`config.mk`:
```
export PLATFORM = sky130hd
export DESIGN_NAME = fic_ctrl
export DESIGN_NICKNAME = d
export VERILOG_FILES = /design/src/hdl/fic_ctrl.v /design/src/hdl/fic_data_mem.v
export VERILOG_INCLUDE_DIRS = /design/src /design/src/hdl
export SDC_FILE = /design/constraint.sdc
export NUM_CORES = 1
export LEC_CHECK = 0
export BUFFER_PORTS_ARGS = -buffer_cell sky130_fd_sc_hd__buf_2
export CORE_ASPECT_RATIO = 1.4
export CORE_MARGIN = 3
export CORE_UTILIZATION = 50
export CTS_BUF_LIST = sky130_fd_sc_hd__clkbuf_2 sky130_fd_sc_hd__clkbuf_4 sky130_fd_sc_hd__clkbuf_8
export DETAILED_ROUTE_END_ITERATION = 8
export PLACE_DENSITY_LB_ADDON = 0.1
export SLEW_MARGIN = 15
export SYNTH_ARGS = -nofsm -noshare
export SYNTH_HDL_FRONTEND = slang
export SYNTH_SLANG_ARGS = --single-unit
```
`constraint.sdc`:
```
create_clock -name clock_in -period 14.4 [get_ports clock_in]
set_input_delay 1.44 -clock clock_in [delete_from_list [all_inputs] [get_ports clock_in]]
set_output_delay 1.44 -clock clock_in [all_outputs]
set_load 0.005 [all_outputs]
```
`src/hdl/fic_regs.vh`:
```
/*
 Register offsets, field positions, reset values and timing counts
 for the flash in-application programming control block.
 Assumes a byte-wide special register port; offsets are local indices.
*/
// Notes on behaviour
// Mode 000 write, 001 erase, 011 read
// Mode 110 enables writing; others reserved
// Procedure-enable bit set by software, hardware clears
// Procedure bit plus mode 110 runs enabling
// Write-enabled state persists after success
// Write-start bit cleared when write/erase done
// Read-enable bit gates flash read access
// Read-start bit cleared when read done
// Writing 55H to pattern register resets chip
// Buffer-clear bit cleared when clear completes
// Buffer-clear register bits 7..1 read zero
// Address low holds address bits 7..0
// Small variant: address high bits 13..8
// Large variant: address high bits 14..8
// Four 16-bit data words, low/high bytes
// Write-enabled bit set by hardware only
// Pattern 00,04,0D,09,C3,40 into words 1..3
// 300us timeout, then pattern check and clear
// Processor stalled while start bits set
// Write/erase ignored when writing not enabled
`ifndef FIC_REGS_VH
`define FIC_REGS_VH

`define FIC_OFS_MODE_CMD 4'h0
`define FIC_OFS_RST_PAT 4'h1
`define FIC_OFS_BUF_CLR 4'h2
`define FIC_OFS_ADDR_LO 4'h3
`define FIC_OFS_ADDR_HI 4'h4
`define FIC_OFS_DATA0 4'h5

`define FIC_BIT_WEN_STAT 7
`define FIC_BIT_MODE_HI 6
`define FIC_BIT_MODE_LO 4
`define FIC_BIT_PROC_EN 3
`define FIC_BIT_WR_START 2
`define FIC_BIT_RD_EN 1
`define FIC_BIT_RD_START 0
`define FIC_BIT_BUF_CLR 0

`define FIC_MODE_CMD_RESET 8'h70
`define FIC_MODE_WRITE 3'h0
`define FIC_MODE_ERASE 3'h1
`define FIC_MODE_READ 3'h3
`define FIC_MODE_WEN 3'h6
`define FIC_RESET_MAGIC 8'h55

`define FIC_PAT_0 8'h00
`define FIC_PAT_1 8'h04
`define FIC_PAT_2 8'h0d
`define FIC_PAT_3 8'h09
`define FIC_PAT_4 8'hc3
`define FIC_PAT_5 8'h40

`define FIC_TIMEOUT_NS 300000
`define FIC_CLK_PERIOD_NS 10
`define FIC_TIMEOUT_CYCLES (`FIC_TIMEOUT_NS / `FIC_CLK_PERIOD_NS)

`endif

```
`src/hdl/fic_ctrl.v`:
```
/*
 Flash in-application programming control: mode/command register, chip
 reset pattern, buffer clear, address and data words, write-enable
 procedure with timeout and pattern check, and a flash array handshake.
 Assumes a byte register port synchronous to clock_in and a flash array
 that pulses done for each started operation.
*/
`include "fic_regs.vh"

module fic_ctrl
#(
    parameter ADDR_HI_BITS = 7,
    parameter TIMEOUT_CYCLES = `FIC_TIMEOUT_CYCLES
)
(
    input wire clock_in,
    input wire rst_in,
    input wire reg_wr_in,
    input wire reg_rd_in,
    input wire [3:0] reg_addr_in,
    input wire [7:0] reg_wdata_in,
    output reg [7:0] reg_rdata_out,
    output reg cpu_stall_out,
    output reg chip_reset_out,
    output reg flash_write_out,
    output reg flash_erase_out,
    output reg flash_read_out,
    output reg flash_buf_clear_out,
    output reg [14:0] flash_addr_out,
    output reg [63:0] flash_wdata_out,
    output reg write_enabled_out,
    input wire flash_done_in
);
    localparam ST_IDLE = 4'b0001;
    localparam ST_BUSY = 4'b0010;
    localparam ST_WEN = 4'b0100;
    localparam ST_DONE = 4'b1000;
    localparam [14:0] ADDR_HI_MASK = (15'h0001 << (8 + ADDR_HI_BITS)) - 15'h0001;

    reg [7:0] mode_cmd_reg;
    reg [7:0] rst_pat_reg;
    reg buf_clr_reg;
    reg [7:0] addr_lo_reg;
    reg [7:0] addr_hi_reg;
    reg [3:0] state_reg;
    reg [3:0] state_next;
    reg [31:0] timer_reg;
    reg rd_sel_reg;
    reg [3:0] rd_addr_reg;
    reg [7:0] rd_mux;
    wire [63:0] data_bytes;
    wire [7:0] mem_rdata;
    wire [2:0] mode;
    wire in_data;
    wire pattern_ok;
    wire ack;
    wire [3:0] data_idx;
    wire op_ok;

    assign mode = mode_cmd_reg[`FIC_BIT_MODE_HI:`FIC_BIT_MODE_LO];
    assign data_idx = reg_addr_in - `FIC_OFS_DATA0;
    // Operation the array can serve; anything else ends without a strobe
    assign op_ok = mode_cmd_reg[`FIC_BIT_WR_START] ? (mode_cmd_reg[`FIC_BIT_WEN_STAT] &&
        (mode == `FIC_MODE_WRITE || mode == `FIC_MODE_ERASE)) :
        (buf_clr_reg || mode == `FIC_MODE_READ);
    assign in_data = reg_addr_in >= `FIC_OFS_DATA0 && reg_addr_in <= (`FIC_OFS_DATA0 + 4'h7);
    assign ack = flash_done_in;
    assign pattern_ok = data_bytes[23:16] == `FIC_PAT_0 && data_bytes[31:24] == `FIC_PAT_1 &&
        data_bytes[39:32] == `FIC_PAT_2 && data_bytes[47:40] == `FIC_PAT_3 &&
        data_bytes[55:48] == `FIC_PAT_4 && data_bytes[63:56] == `FIC_PAT_5;

    fic_data_mem u_mem
    (
        .clock_in(clock_in),
        .rst_in(rst_in),
        .wr_en_in(reg_wr_in && in_data),
        .wr_idx_in(data_idx[2:0]),
        .wr_data_in(reg_wdata_in),
        .rd_idx_in(data_idx[2:0]),
        .rd_data_out(mem_rdata),
        .all_bytes_out(data_bytes)
    );

    // ==========================================
    // Sequencer
    always @*
    begin
        state_next = state_reg;
        case (state_reg)
            ST_IDLE:
            begin
                if (mode_cmd_reg[`FIC_BIT_PROC_EN] && mode == `FIC_MODE_WEN)
                    state_next = ST_WEN;
                else if (mode_cmd_reg[`FIC_BIT_WR_START] || buf_clr_reg)
                    state_next = ST_BUSY;
                else if (mode_cmd_reg[`FIC_BIT_RD_START] && mode_cmd_reg[`FIC_BIT_RD_EN])
                    state_next = ST_BUSY;
                else if (mode_cmd_reg[`FIC_BIT_RD_START])
                    state_next = ST_DONE;
            end
            ST_BUSY:
                if (ack || !op_ok)
                    state_next = ST_DONE;
            ST_WEN:
                if (timer_reg >= TIMEOUT_CYCLES - 1)
                    state_next = ST_DONE;
            ST_DONE:
                state_next = ST_IDLE;
            default:
                state_next = ST_IDLE;
        endcase
    end

    // ==========================================
    // Registers and control state
    always @(posedge clock_in or posedge rst_in)
    begin
        if (rst_in)
        begin
            state_reg <= ST_IDLE;
            mode_cmd_reg <= `FIC_MODE_CMD_RESET;
            rst_pat_reg <= 8'h00;
            buf_clr_reg <= 1'b0;
            addr_lo_reg <= 8'h00;
            addr_hi_reg <= 8'h00;
            timer_reg <= 32'h0000_0000;
            rd_sel_reg <= 1'b0;
            rd_addr_reg <= 4'h0;
        end
        else
        begin
            state_reg <= state_next;
            if (reg_rd_in)
            begin
                rd_sel_reg <= in_data;
                rd_addr_reg <= reg_addr_in;
            end
            timer_reg <= (state_reg == ST_WEN) ? timer_reg + 32'h0000_0001 : 32'h0000_0000;
            if (reg_wr_in)
            begin
                case (reg_addr_in)
                    `FIC_OFS_MODE_CMD:
                    begin
                        mode_cmd_reg[6:0] <= reg_wdata_in[6:0];
                        if (!reg_wdata_in[`FIC_BIT_WEN_STAT])
                            mode_cmd_reg[`FIC_BIT_WEN_STAT] <= 1'b0;
                    end
                    `FIC_OFS_RST_PAT: rst_pat_reg <= reg_wdata_in;
                    `FIC_OFS_BUF_CLR: buf_clr_reg <= reg_wdata_in[`FIC_BIT_BUF_CLR];
                    `FIC_OFS_ADDR_LO: addr_lo_reg <= reg_wdata_in;
                    `FIC_OFS_ADDR_HI: addr_hi_reg <= reg_wdata_in & {1'b0, ADDR_HI_MASK[14:8]};
                    default: ;
                endcase
            end
            if (state_reg == ST_DONE)
            begin
                if (mode_cmd_reg[`FIC_BIT_PROC_EN] && mode == `FIC_MODE_WEN)
                begin
                    mode_cmd_reg[`FIC_BIT_PROC_EN] <= 1'b0;
                    if (pattern_ok)
                        mode_cmd_reg[`FIC_BIT_WEN_STAT] <= 1'b1;
                end
                else if (mode_cmd_reg[`FIC_BIT_WR_START])
                    mode_cmd_reg[`FIC_BIT_WR_START] <= 1'b0;
                else if (buf_clr_reg)
                    buf_clr_reg <= 1'b0;
                else
                    mode_cmd_reg[`FIC_BIT_RD_START] <= 1'b0;
            end
        end
    end

    // ==========================================
    // Flash array strobes and outputs
    always @(posedge clock_in or posedge rst_in)
    begin
        if (rst_in)
        begin
            cpu_stall_out <= 1'b0;
            chip_reset_out <= 1'b0;
            flash_write_out <= 1'b0;
            flash_erase_out <= 1'b0;
            flash_read_out <= 1'b0;
            flash_buf_clear_out <= 1'b0;
            flash_addr_out <= 15'h0000;
            flash_wdata_out <= 64'h0000_0000_0000_0000;
            write_enabled_out <= 1'b0;
        end
        else
        begin
            cpu_stall_out <= state_next == ST_BUSY || state_reg == ST_BUSY ||
                (state_reg == ST_IDLE &&
                (mode_cmd_reg[`FIC_BIT_WR_START] || mode_cmd_reg[`FIC_BIT_RD_START]));
            chip_reset_out <= reg_wr_in && reg_addr_in == `FIC_OFS_RST_PAT &&
                reg_wdata_in == `FIC_RESET_MAGIC;
            flash_write_out <= state_reg == ST_BUSY && mode_cmd_reg[`FIC_BIT_WR_START] &&
                mode_cmd_reg[7] && mode == `FIC_MODE_WRITE;
            flash_erase_out <= state_reg == ST_BUSY && mode_cmd_reg[`FIC_BIT_WR_START] &&
                mode_cmd_reg[7] && mode == `FIC_MODE_ERASE;
            flash_read_out <= state_reg == ST_BUSY && !mode_cmd_reg[`FIC_BIT_WR_START] &&
                !buf_clr_reg && mode == `FIC_MODE_READ;
            flash_buf_clear_out <= state_reg == ST_BUSY && !mode_cmd_reg[`FIC_BIT_WR_START] &&
                buf_clr_reg;
            flash_addr_out <= {addr_hi_reg[6:0], addr_lo_reg} & ADDR_HI_MASK;
            flash_wdata_out <= data_bytes;
            write_enabled_out <= mode_cmd_reg[`FIC_BIT_WEN_STAT];
        end
    end

    // ==========================================
    // Read back
    always @*
    begin
        case (rd_addr_reg)
            `FIC_OFS_MODE_CMD: rd_mux = mode_cmd_reg;
            `FIC_OFS_RST_PAT: rd_mux = rst_pat_reg;
            `FIC_OFS_BUF_CLR: rd_mux = {7'h00, buf_clr_reg};
            `FIC_OFS_ADDR_LO: rd_mux = addr_lo_reg;
            `FIC_OFS_ADDR_HI: rd_mux = addr_hi_reg;
            default: rd_mux = rd_sel_reg ? mem_rdata : 8'h00;
        endcase
    end

    always @(posedge clock_in or posedge rst_in)
    begin
        if (rst_in)
            reg_rdata_out <= 8'h00;
        else
            reg_rdata_out <= rd_mux;
    end
endmodule

```
`src/hdl/fic_data_mem.v`:
```
/*
 Eight-byte data word store: four 16-bit words as low/high bytes.
 Assumes one write port; read data and pattern bytes come from registers.
*/
module fic_data_mem
(
    input wire clock_in,
    input wire rst_in,
    input wire wr_en_in,
    input wire [2:0] wr_idx_in,
    input wire [7:0] wr_data_in,
    input wire [2:0] rd_idx_in,
    output reg [7:0] rd_data_out,
    output wire [63:0] all_bytes_out
);
    reg [7:0] byte_reg [0:7];
    genvar gi;

    // ==========================================
    // Byte storage
    generate
        for (gi = 0; gi < 8; gi = gi + 1)
        begin : g_byte
            always @(posedge clock_in or posedge rst_in)
            begin
                if (rst_in)
                    byte_reg[gi] <= 8'h00;
                else if (wr_en_in && wr_idx_in == gi)
                    byte_reg[gi] <= wr_data_in;
            end
            assign all_bytes_out[gi*8 +: 8] = byte_reg[gi];
        end
    endgenerate

    always @(posedge clock_in or posedge rst_in)
    begin
        if (rst_in)
            rd_data_out <= 8'h00;
        else
            rd_data_out <= byte_reg[rd_idx_in];
    end
endmodule

```
**Word-level counts from Yosys, hierarchy flattened**

Cells that the tools add are included.

- $lt $le $gt $ge: 4
- Equal/unequal tests: 29
- Multiplexer cells: 34
- Reductions and logical operators: 48
- Add/sub/neg operators: 2
- Bitwise logic cells: 1

Operators with widths:

| operator | number |
|---|---|
| 2-to-1 mux 8 bit | 5 |
| case mux 8 bit (5 select lines) | 1 |
| adder 32 x 1 -> 32 bit (second input constant) | 1 |
| >= comparator 32 x 15 -> 1 bit (second input constant) | 1 |
| 2-to-1 mux 32 bit | 1 |
| logical AND 1 bit | 29 |
| binary-select mux 8 bit (select 3 bit) | 1 |
| equality test 4 x 2 -> 1 bit (second input constant) | 6 |
| 2-to-1 mux 4 bit | 6 |
| 2-to-1 mux 1 bit | 18 |
| equality test 8 x 4 -> 1 bit (second input constant) | 2 |
| equality test 8 x 7 -> 1 bit (second input constant) | 2 |
| equality test 3 bit (second input constant) | 5 |
| equality test 4 x 1 -> 1 bit (second input constant) | 3 |
| equality test 4 x 3 -> 1 bit (second input constant) | 3 |
| case mux 4 bit (3 select lines) | 1 |
| equality test 3 x 2 -> 1 bit (second input constant) | 3 |
| equality test 8 x 3 -> 1 bit (second input constant) | 1 |
| equality test 8 bit (second input constant) | 1 |
| logical NOT 4 bit | 2 |
| logical NOT 8 bit | 1 |
| AND reduction 2 bit | 4 |
| logical OR 1 bit | 7 |
| equality test 3 x 1 -> 1 bit (second input constant) | 2 |
| other kinds (9) | 12 |

- Word-level logic and storage cells: 147
- Register bits: 239

**Logic depth before layout (Yosys ltp)**

Gate-level depths: netlist of run 1.

- Word-level depth: 11
- Gate-level depth with buffers: 10
- Depth with buffers taken out: 6

**Hierarchy**

From an unflattened synthesis of run 1, not the netlist that was laid out.

- Cell total of the unflattened synthesis: 688
- Area, all modules: 9604.2 µm²

By module, submodules not included:

| module | instances | sequential area each (µm²) | area an instance (µm²) | cells each |
|---|---|---|---|---|
| fic_ctrl | 1 | 4184.0 | 6403.6 | 507 |
| fic_data_mem | 1 | 1801.7 | 3200.6 | 181 |

**Worst setup path after synthesis of run 1**

No wires, ideal clock.

- Path kind: input port to flip-flop
- Start: in reg_addr_in[0]
- End: reg u_mem.rd_data_out[6]
- Arrival time: 3.824 ns
- Slack: 10.451 ns
- Stages: 8
- Path buffers: 4
- Library setup time: 0.125 ns
- Cell sequence: buf_2 > clkbuf_1 > inv_1 > ha_1 > buf_2 > buf_1 > mux4_2 > mux2_2

- Longest elaborated chain between the ends: 5

RTL lines:

| item | line | text |
|---|---|---|
| start, declared | fic_ctrl.v:20 | `input wire [3:0] reg_addr_in,` |
| subtractor 3 bit (no source line) | - |  |
| inverter 3 -> 4 bit (implied by the code) | fic_data_mem.v:40 | `rd_data_out <= byte_reg[rd_idx_in];` |
| binary-select mux 8 bit (select 3 bit) | fic_data_mem.v:40 |  |
| 2-to-1 mux 8 bit (implied by the code) (2 in a row) | fic_data_mem.v:40 |  |
| end signal, assigned | fic_data_mem.v:40 |  |
| end, declared | fic_data_mem.v:13 | `output reg [7:0] rd_data_out,` |

Every way passes these cells. The select of a mux whose other input is x is not followed.
A chain may end at the register's enable or synchronous reset.

**Worst setup path in the final report of run 1**

- Start: in reg_addr_in[0]
- End: reg u_mem.byte_reg (netlist bit u_mem.all_bytes_out[2])

- Longest elaborated chain between the ends: 4

RTL lines:

| item | line | text |
|---|---|---|
| >= comparator 4 x 3 -> 1 bit (no source line) / less-or-equal comparator 4 bit (equally long branches) | - |  |
| logical AND 1 bit | fic_ctrl.v:66 | `` assign in_data = reg_addr_in >= `FIC_OFS_DATA0 && reg_addr_in <= (`FIC_OFS_DATA0 + 4'h7); `` |
| logical AND 1 bit | fic_ctrl.v:76 | `.wr_en_in(reg_wr_in && in_data),` |
| logical AND 1 bit (*) | fic_data_mem.v:28 | `else if (wr_en_in && wr_idx_in == gi)` |
| end signal, assigned by index | fic_data_mem.v:29 | `byte_reg[gi] <= wr_data_in;` |
| end, declared | fic_data_mem.v:16 | `reg [7:0] byte_reg [0:7];` |

Every way passes the cells marked *; elsewhere a longest branch is shown, timed or not.

==> results of run 1 <==
==> critical path, delay by kind of cell <==
kind	cells	cell delay, ns
adder cells (fa/ha/maj)	1	0.33
AND/OR/NAND/NOR	1	0.51
XOR/XNOR	1	0.64
buffers and inverters	2	0.67
multiplexers	1	0.39
==> routing by layer <==
metal | routed length, um | share of wire, % | up-vias | GRT usage (%)
li1 | - | - | 2776 | -
met5 | 22 | 0.095 | - | 0
met3 | 994 | 4.3 | 62 | 4.16
met4 | 990 | 4.3 | 4 | 9.64
met1 | 8670 | 38 | 3185 | 26.5
met2 | 12400 | 54 | 191 | 40.5
==> stage by stage <==
step	cells	power [mW]	utilization (%)	instance area, um^2
final	1075	1.79	59.1	11100
after global routing	1075	1.89	59.1	11100
after CTS	1074	1.81	59.1	11100
after floorplan	694	1.10	-	9620
after global placement	1014	1.24	55.2	10400
after detailed placement	1014	1.25	55.2	10400
==> report_power, final <==
part | internal (mW) | leakage [nW] | switching (mW)
clock network | 0.308 | 0.384 | 0.243
registers | 0.827 | 2.99 | 0.122
logic | 0.166 | 1.73 | 0.126
==> synth_stat cells, drive strengths merged, types with 2 or more instances <==
cell type  number  area (um^2)
dfrtp         235         5880
mux2          103         1160
nand2          34          128
nor2           27          101
mux2i          23          230
clkbuf         21         78.8
nand3          20          105
buf            17         82.6
mux4           16          360
a21oi          15         75.1
nor3           14         75.1
inv            11         41.3
nand2b         11         68.8
nand4          11         68.8
a31oi          10         62.6
nor4           10         62.6
o21ai          10         50.1
nor4b           9         85.1
and3            7         43.8
ha              7         87.6
o221ai          7         61.3
or3             7         43.8
a41o            6         60.1
or4b            5         50.1
xnor2           5         43.8
dfstp           4          105
o31ai           4         30.0
or4             4         33.8
xor2            4         42.6
and2            3         18.8
nand3b          3         22.5
nor2b           3         18.8
nor4bb          3         30.0
o21a            3         22.5
a22o            2         17.5
a22oi           2         15.0
and4            2         17.5
nor3b           2         26.3
o311ai          2         17.5
o41ai           2         17.5
==> path summary, 6_finish.rpt <==
path	from	endpoint	slack (ns)	cells past startpoint
max	reg_addr_in[0]	u_mem.all_bytes_out[2]	10.81	6
min	addr_hi_reg[6]	flash_addr_out[14]	0.40	0
max reg2reg	timer_reg[0]	timer_reg[18]	12.09	5
min reg2reg	addr_hi_reg[6]	flash_addr_out[14]	0.40	0
max in group asynchronous	rst_in	timer_reg[13]	11.50	3
min in group asynchronous	rst_in	reg_rdata_out[4]	1.17	2
==> area by class of cell <==
| class | count | area (um^2) |
|---|---|---|
| fill | 1557 | 7660 |
| sequential | 239 | 5990 |
| multi-input combinational | 406 | 3430 |
| clock buffer | 54 | 693 |
| timing repair buffer | 114 | 581 |
| tap | 244 | 305 |
| inverter | 11 | 48.8 |
| clock inverter | 6 | 38.8 |
| antenna | 1 | 2.50 |
==> cell families (layout without fill, tap and decap cells) <==
family / Yosys count / in the layout
buffers and inverters: 49 / 185
muxes: 142 / 142
and+or+nand+nor: 177 / 177
other: 0 / 1
AOI/OAI and AO/OA: 71 / 71
DFF: 239 / 239
xor gates and xnor gates: 9 / 9
adders and majority gates: 7 / 7
==> reports/qor.txt, run 1 <==
min Tclk post-route - 3.59 ns
RSZ-0062 raised after global routing - no
leakage - 5.10 nW
Hold Vio Cnt, Final - 0
wire length per cell - 21.5 um
I/O pin cnt - 111
Final TNS setup - 0 ns
IO Port Bufs - 110
die height - 170 um
initial antenna violation count - 3
post-CTS setup buffer count - 0
clock buffer depth - 3
clk root buf - clkbuf_8
critical path cell sequence - buf_2 > inv_1 > ha_1 > xor2_2 > nor3b_4 > mux2_2
slowest CP cell - xor2_2
commonest non-fill, non-tap cells in the layout - dfrtp_1 (235), buf_2 (110), mux2_2 (103), clkbuf_8 (46), nand2_1 (34)
hold-fix buffers at CTS - 0
largest net degree at the start of global routing - 156
mux contribution to synthesized area - 18.2%
ys async rst share - 100%
Syn. warnings - 0
vias in the first global route - 6663
Synth Register Bits - 239
Pins Over Slew Limit - 0
CTS resizes - 0
Clk Latency, worst-skew pair - 0.50 ns
HP Class - reg2reg
startpoint types - input port
Post-synth EDFFs - 0
status - finished clean
final setup margin - 10.81 ns
Worst-path clk slew - 0.06 ns
Adder-Cell Fraction of Synth Area - 0.910%
fin crit share - 24.9%
worst hold slack - 0.400 ns
pin slew with the least headroom to its limit - 1.05 ns
endpoints failing setup - 0
most common cell after layout, fill and taps aside - dfrtp_1
DRC violation count after routing - 0
fmax - 278 MHz
largest family of logic cells by synthesized area - multiplexers
synth unique cells - 58
Power Density - 161 mW/mm^2
TritonCTS buffer count - 37
Critical Path Fanout Max - 21
Simple-Gate Fraction of Synth Area - 10.6%
syn avg cell area - 13.9 um^2
post-synthesis to final-layout area growth - 15.2%
GRT Total Usage - 22.7%
Rows - 59
Setup Skew - 0.0157 ns
CTS tree - done
Clock Sinks - 239
final wirelength - 23.1 mm
Synth Instances - 694
die width - 123 um
worst vdd ir - 0.110 mV
Arr. time, crit path - 3.98 ns
core footprint - 0.0188 mm^2
worst stage delay on the critical path - 0.64 ns
first-pass GRT wire length - 36.5 mm
initial core utilization - 51.3%
Worst setup EP type - flop
sequential share of the synthesized area - 62.2%
post-synthesis compound-gate area fraction - 5.14%
Initial DRT Pass Iterations - 4
Via Count - 6218
WP data required - 14.79 ns
vias per cell - 5.78
Synth Cell Area - 0.00962 mm^2
MaxCap Viol Count - 0
antenna-violating nets left - 0
Syn Nets - 718
Die Area - 0.0210 mm^2
Final #Nets - 833
share of cells above drive strength 1 - 37.3%
DR iter-0 viols - 437
Final HPWL DP - 15.9 mm
GRT overflow - 0
DP Worst Slack - 10.30 ns
WS Path Type - in2reg
RePlAce Congestion - 0.778
Slew HR - 29.8%
Post-Synth XOR/XNOR Area - 0.897%
Main synth FF type - dfrtp_1
H-tree Lvls - 2
Note: power is estimated with default switching activity, not from simulation.
==> inputs of run 2 (changes only) <==
Clock period 14.4 ns to 3.29 ns, I/O delays scaled along.
==> run 2 against run 1 <==
  * Die area unchanged
  * Clock skew is 0.0029 ns higher
  * Cell area is 2.5% higher
  * Non-clock buffer count grew 9
  * Combinational power rose to 4.5 times the previous value
  * Sequential power grew to 4.4 times the previous value
  * Total power grew to 4.7 times the previous value
  * Register-to-register slack worse by 11 ns
  * Clock power increased to 5.3 times the previous value
==> reports/qor.txt, run 2 (synthesized netlist as in run 1, its figures left out) <==
DR iter-0 viols - 317 (-27%)
initial core utilization - 51.3% (unchanged)
Clk Latency, worst-skew pair - 0.53 ns (+0.03 ns)
fin crit share - 69.8%
vias in the first global route - 6699 (+0.54%)
WS Path Type - reg2reg
Rows - 59 (unchanged)
post-synthesis to final-layout area growth - 18.1%
Critical Path Fanout Max - 8 (-62%)
Final HPWL DP - 15.9 mm (about the same)
pin slew with the least headroom to its limit - 1.04 ns (-0.00871 ns)
Pins Over Slew Limit - 0 (unchanged)
MaxCap Viol Count - 0 (unchanged)
worst vdd ir - 0.387 mV (+250%)
Arr. time, crit path - 2.74 ns (-1.24 ns)
core footprint - 0.0188 mm^2 (unchanged)
fmax - 436 MHz
CTS resizes - 0 (unchanged)
H-tree Lvls - 2 (unchanged)
WP data required - 3.73 ns (-11.06 ns)
endpoints failing setup - 0 (unchanged)
GRT Total Usage - 23.0% (+0.31 points)
TritonCTS buffer count - 38 (+2.7%)
Die Area - 0.0210 mm^2 (unchanged)
share of cells above drive strength 1 - 38.7% (+1.3 points)
dpl cell area - 0.0105 mm^2 (+0.98%)
wire length per cell - 21.2 um (-1.3%)
min Tclk post-route - 2.30 ns
largest net degree at the start of global routing - 69 (-56%)
Worst setup EP type - flop
DRC violation count after routing - 0 (unchanged)
I/O pin cnt - 111 (unchanged)
die height - 170 um (unchanged)
first-pass GRT wire length - 36.9 mm (+0.83%)
Worst-path clk slew - 0.07 ns (about the same)
die width - 123 um (unchanged)
Layout fillers - 1489 (-4.4%)
n_diodes - 0 (-1)
vias per cell - 5.73 (-0.92%)
clock buffer depth - 3 (unchanged)
clk root buf - clkbuf_8
final wirelength - 23.1 mm (+0.23%)
post-CTS setup buffer count - 0 (unchanged)
hold-fix buffers at CTS - 0 (unchanged)
total power - 8.37 mW (+370%)
RSZ-0062 raised after global routing - no
initial antenna violation count - 2 (-1)
HP Class - in2async
commonest non-fill, non-tap cells in the layout - dfrtp_1 (235), buf_2 (110), mux2_2 (103), clkbuf_8 (51), nand2_1 (34)
CTS tree - done
IO Port Bufs - 110 (unchanged)
Hold Vio Cnt, Final - 0 (unchanged)
Final #Nets - 843 (+1.2%)
leakage - 5.25 nW (+2.9%)
Setup Skew - 0.0186 ns (+0.00291 ns)
Power Density - 737 mW/mm^2 (+360%)
RePlAce Congestion - 0.847 (+8.8%)
Via Count - 6258 (+0.64%)
antenna-violating nets left - 0 (unchanged)
startpoint types - flop
Initial DRT Pass Iterations - 5 (+1)
status - finished clean
Slew HR - 30.2% (+0.43 points)
GRT overflow - 0 (unchanged)
Clock Sinks - 239 (unchanged)
most common cell after layout, fill and taps aside - dfrtp_1
Post-Layout Inst Area - 0.0114 mm^2 (+2.5%)
run 2: final timing paths:
| check | start | to | slack [ns] | cells after the start |
|---|---|---|---|---|
| worst max-delay path | timer_reg[0] | timer_reg[22] | 0.99 | 5 |
| worst min-delay path | rst_in | flash_addr_out[12] | 0.04 | 2 |
| worst max register to register | timer_reg[0] | timer_reg[22] | 0.99 | 5 |
| worst min register to register | addr_hi_reg[5] | flash_addr_out[13] | 0.40 | 0 |
| max in group asynchronous | rst_in | u_mem.all_bytes_out[16] | 2.39 | 3 |
| min in group clock_in | reg_rd_in | rd_sel_reg | 0.09 | 2 |
run 2: per-layer routing:
| layer | global-route usage (%) | vias up | share of wire [%] |
|---|---|---|---|
| met5 | 0 | - | 0.091 |
| met4 | 7.52 | 4 | 2.7 |
| met3 | 4.16 | 49 | 4.5 |
| met2 | 41.7 | 183 | 54 |
| met1 | 27.4 | 3226 | 38 |
| li1 | - | 2796 | - |
run 2: final cells by class:
class,count,area (um^2),area share [%]
Sequential cell,239,5990,52.7
Multi-Input combinational cell,406,3430,30.2
Clock buffer,55,732,6.44
Timing Repair Buffer,123,686,6.03
Tap cell,244,305,2.69
Clock inverter,14,180,1.58
Inverter,11,45.0,0.396
run 2: critical path, stage by stage (launching register included):
cell and delay, ns:
dfrtp_1 0.38, ha_1 0.22, nand3_1 0.25, nor3_1 0.86
nand4_1 0.27, mux2i_1 0.22
run 2: power by group:
| part | internal [mW] | leakage, nW | switching [mW] |
|---|---|---|---|
| Sequential | 3.62 | 2.99 | 0.518 |
| Combinational | 0.738 | 1.78 | 0.561 |
| Clock | 1.76 | 0.478 | 1.18 |
| Total | 6.12 | 5.25 | 2.26 |
run 2: per-stage QoR:
step                hold slack (ns)  utilization (%)  TNS, ns  worst slack, ns  cells
floorplan                     0.365                -   -39.85           -0.170    694
global placement              0.378             55.8        0            0.685   1023
detailed placement            0.381             55.8        0            0.579   1023
CTS                          0.0403             60.6        0            0.963   1092
global route                 0.0933             60.6        0            0.811   1092
finish                       0.0392             60.6        0            0.995   1092
==> inputs of run 3 (changes only) <==
Settings changed: ABC_AREA set to 1.
Clock period 3.29 ns to 2.1 ns, I/O delays scaled along.
==> run 3 against run 2 <==
  * Non-clock buffer count is 27 higher
  * Critical path type is now in2reg
  * Critical path depth rose by 1
  * First-iteration DRC count grew 60%
  * Highest routed layer is now met4
  * Area after synthesis grew 2.6%
  * Clock power is 32% higher
==> reports/qor.txt, run 3 <==
GRT overflow - 0 (unchanged)
Yosys top cell area share - 59.6% (-1.5 points)
clock buffer depth - 3 (unchanged)
Final HPWL DP - 19.2 mm (+20%)
final setup margin - 0.326 ns (-0.669 ns)
Hold Vio Cnt, Final - 0 (unchanged)
I/O pin cnt - 111 (unchanged)
Arr. time, crit path - 2.18 ns (-0.56 ns)
Final #Nets - 1323 (+57%)
vias per cell - 5.16 (-10%)
startpoint types - input port
Switching Fraction - 29.8% (+2.8 points)
critical path cell sequence - dlygate4sd3_1 > buf_2 > nand2_1 > dlygate4sd3_1 > o21ai_0 > dlygate4sd3_1
post-synthesis to final-layout area growth - 19.0%
ys async rst share - 100% (unchanged)
leakage - 5.83 nW (+11%)
share of cells above drive strength 1 - 16.5% (-22 points)
Synth Instances - 1137 (+64%)
fmax - 564 MHz
n_diodes - 0 (unchanged)
endpoints failing setup - 0 (unchanged)
fin crit share - 84.5%
Int Pwr - 8.56 mW (+40%)
Synth Cell Area - 0.00987 mm^2 (+2.6%)
clk root buf - clkbuf_8
sequential share of the synthesized area - 60.6% (-1.6 points)
Post-synth EDFFs - 0 (unchanged)
Power Density - 1040 mW/mm^2 (+41%)
dpl cell area - 0.0108 mm^2 (+3.7%)
min Tclk post-route - 1.77 ns
DP Worst Slack - -0.0475 ns (-0.627 ns)
Yosys top cell by area - dfrtp_1
Final TNS setup - 0 ns (unchanged)
Setup Skew - 0.0130 ns (-0.00559 ns)
IO Port Bufs - 110 (unchanged)
H-tree Lvls - 2 (unchanged)
Post-Layout Inst Area - 0.0117 mm^2 (+3.3%)
die width - 125 um (+1.2%)
RSZ-0062 raised after global routing - no
HP Class - in2reg
die height - 172 um (+1.2%)
clock power share - 31.8% (-3.3 points)
core footprint - 0.0193 mm^2 (+2.9%)
antenna-violating nets left - 0 (unchanged)
CTS tree - done
initial antenna violation count - 0 (-2)
WP data required - 2.50 ns (-1.23 ns)
DR iter-0 viols - 507 (+60%)
TritonCTS buffer count - 37 (-2.6%)
first-pass GRT wire length - 41.9 mm (+14%)
GRT Total Usage - 24.7% (+1.7 points)
switching pwr - 3.63 mW (+61%)
wire length per cell - 16.7 um (-21%)
WS Path Type - in2reg
ranking of synthesized cells by area - dfrtp_1 (60%), nand2_1 (13%), nor2_1 (6.0%)
most common cell after layout, fill and taps aside - nand2_1
syn avg cell area - 8.68 um^2 (-37%)
Die Area - 0.0215 mm^2 (+2.5%)
vias in the first global route - 7973 (+19%)
worst stage delay on the critical path - 0.56 ns (-0.30 ns)
slowest CP cell - dlygate4sd3_1
synth unique cells - 31 (-47%)
RePlAce Congestion - 0.897 (+5.9%)
initial core utilization - 51.2% (-0.16 points)
Pins Over Slew Limit - 0 (unchanged)
final wirelength - 26.3 mm (+14%)
Via Count - 8106 (+30%)
Initial DRT Pass Iterations - 5 (unchanged)
Main synth FF type - dfrtp_1
Clk Latency, worst-skew pair - 0.53 ns (about the same)
sequential power share - 52.2% (+2.8 points)
largest net degree at the start of global routing - 79 (+14%)
cell mode on critical path - dlygate4sd3_1
post-CTS setup buffer count - 0 (unchanged)
DRC violation count after routing - 0 (unchanged)
Syn. warnings - 0 (unchanged)
status - finished clean
fin cells - 1572 (+44%)
worst vdd ir - 0.623 mV (+61%)
pin slew with the least headroom to its limit - 0.706 ns (-0.339 ns)
Clock Sinks - 239 (unchanged)
placed cell count - 1493 (+46%)
Rows - 60 (+1.7%)
Synth Register Bits - 239 (unchanged)
Syn Nets - 1161 (+62%)
commonest non-fill, non-tap cells in the layout - nand2_1 (349), dfrtp_1 (235), nor2_1 (157), o21ai_0 (112), buf_2 (110)
Gate power share - 16.0% (+0.5 points)
MaxCap Viol Count - 0 (unchanged)
Slew HR - 52.9% (+23 points)
Critical Path Fanout Max - 10 (+2)
Worst setup EP type - flop
top-count cell post-synth - nand2_1
Worst-path clk slew - 0.06 ns (about the same)
Commonest cells post-synth - nand2_1 (349), dfrtp_1 (235), nor2_1 (157)
run 3: power groups by stage:
stage / logic, mW / registers, mW / clock network, mW
after global placement: 1.91 / 6.44 / 0
after floorplan: 1.09 / 6.19 / 0
final: 1.95 / 6.37 / 3.87
after global routing: 2.26 / 6.48 / 4.17
after CTS: 1.97 / 6.37 / 3.96
after detailed placement: 1.94 / 6.44 / 0
run 3: metrics by stage:
stage | utilization, % | hold slack, ns | power, mW
after floorplan | - | 0.281 | 7.28
after global placement | 56.2 | 0.212 | 8.35
after detailed placement | 56.2 | 0.208 | 8.38
after CTS | 60.8 | 0.00615 | 12.3
after global routing | 60.9 | 0.0387 | 12.9
final | 60.9 | 0.0403 | 12.2
run 3: layout make-up:
class | count | area (um^2)
Fill cell | 1738 | 7550
Sequential cell | 239 | 5990
Multi-Input combinational cell | 778 | 3430
Timing Repair Buffer | 150 | 926
Clock buffer | 58 | 704
Inverter | 93 | 353
Tap cell | 248 | 310
Clock inverter | 6 | 37.5
run 3: routing by layer:
| layer | wire length (um) | share of wire, % | GRT usage [%] | vias up |
|---|---|---|---|---|
| met5 | 0 | 0 | 0 | - |
| met4 | 1260 | 4.8 | 12.4 | 0 |
| met3 | 1440 | 5.5 | 4.76 | 72 |
| met2 | 12900 | 49 | 42.2 | 263 |
| met1 | 10700 | 41 | 30.4 | 3810 |
| li1 | - | - | - | 3961 |
run 3: timing repair:
item                                    CTS  global route
hold buffers                             15             0
endpoints found under the setup margin    0            24
hold endpoints to repair                 33             0
gates resized for setup                   0             1
run 3: path summary, 6_finish.rpt:
path / startpoint / to / slack (ns) / cells past startpoint
max: reg_rd_in / rd_addr_reg[1] / 0.33 / 6
min: reg_wdata_in[0] / u_mem.all_bytes_out[32] / 0.04 / 3
max reg2reg: timer_reg[0] / timer_reg[28] / 0.51 / 6
min reg2reg: addr_hi_reg[6] / flash_addr_out[14] / 0.41 / 0
max in group asynchronous: rst_in / flash_wdata_out[33] / 1.17 / 4
min in group asynchronous: rst_in / flash_wdata_out[31] / 0.21 / 3
run 3: cells by family (layout without fill, tap and decap cells):
| family | after synthesis | after routing | share of synthesized area (%) |
|---|---|---|---|
| buffers and inverters | 120 | 307 | 4.68 |
| XOR/XNOR | 6 | 6 | 0.532 |
| flip-flops | 239 | 239 | 60.6 |
| AND/OR/NAND/NOR | 610 | 610 | 25.0 |
| AO/OA/AOI/OAI | 155 | 155 | 8.25 |
| adder cells (fa/ha/maj) | 7 | 7 | 0.887 |
run 3: critical path: cells and delay by family:
kind / cells / cell delay, ns
compound gates: 1 / 0.07
buf+inv: 4 / 1.82
simple gates: 1 / 0.08
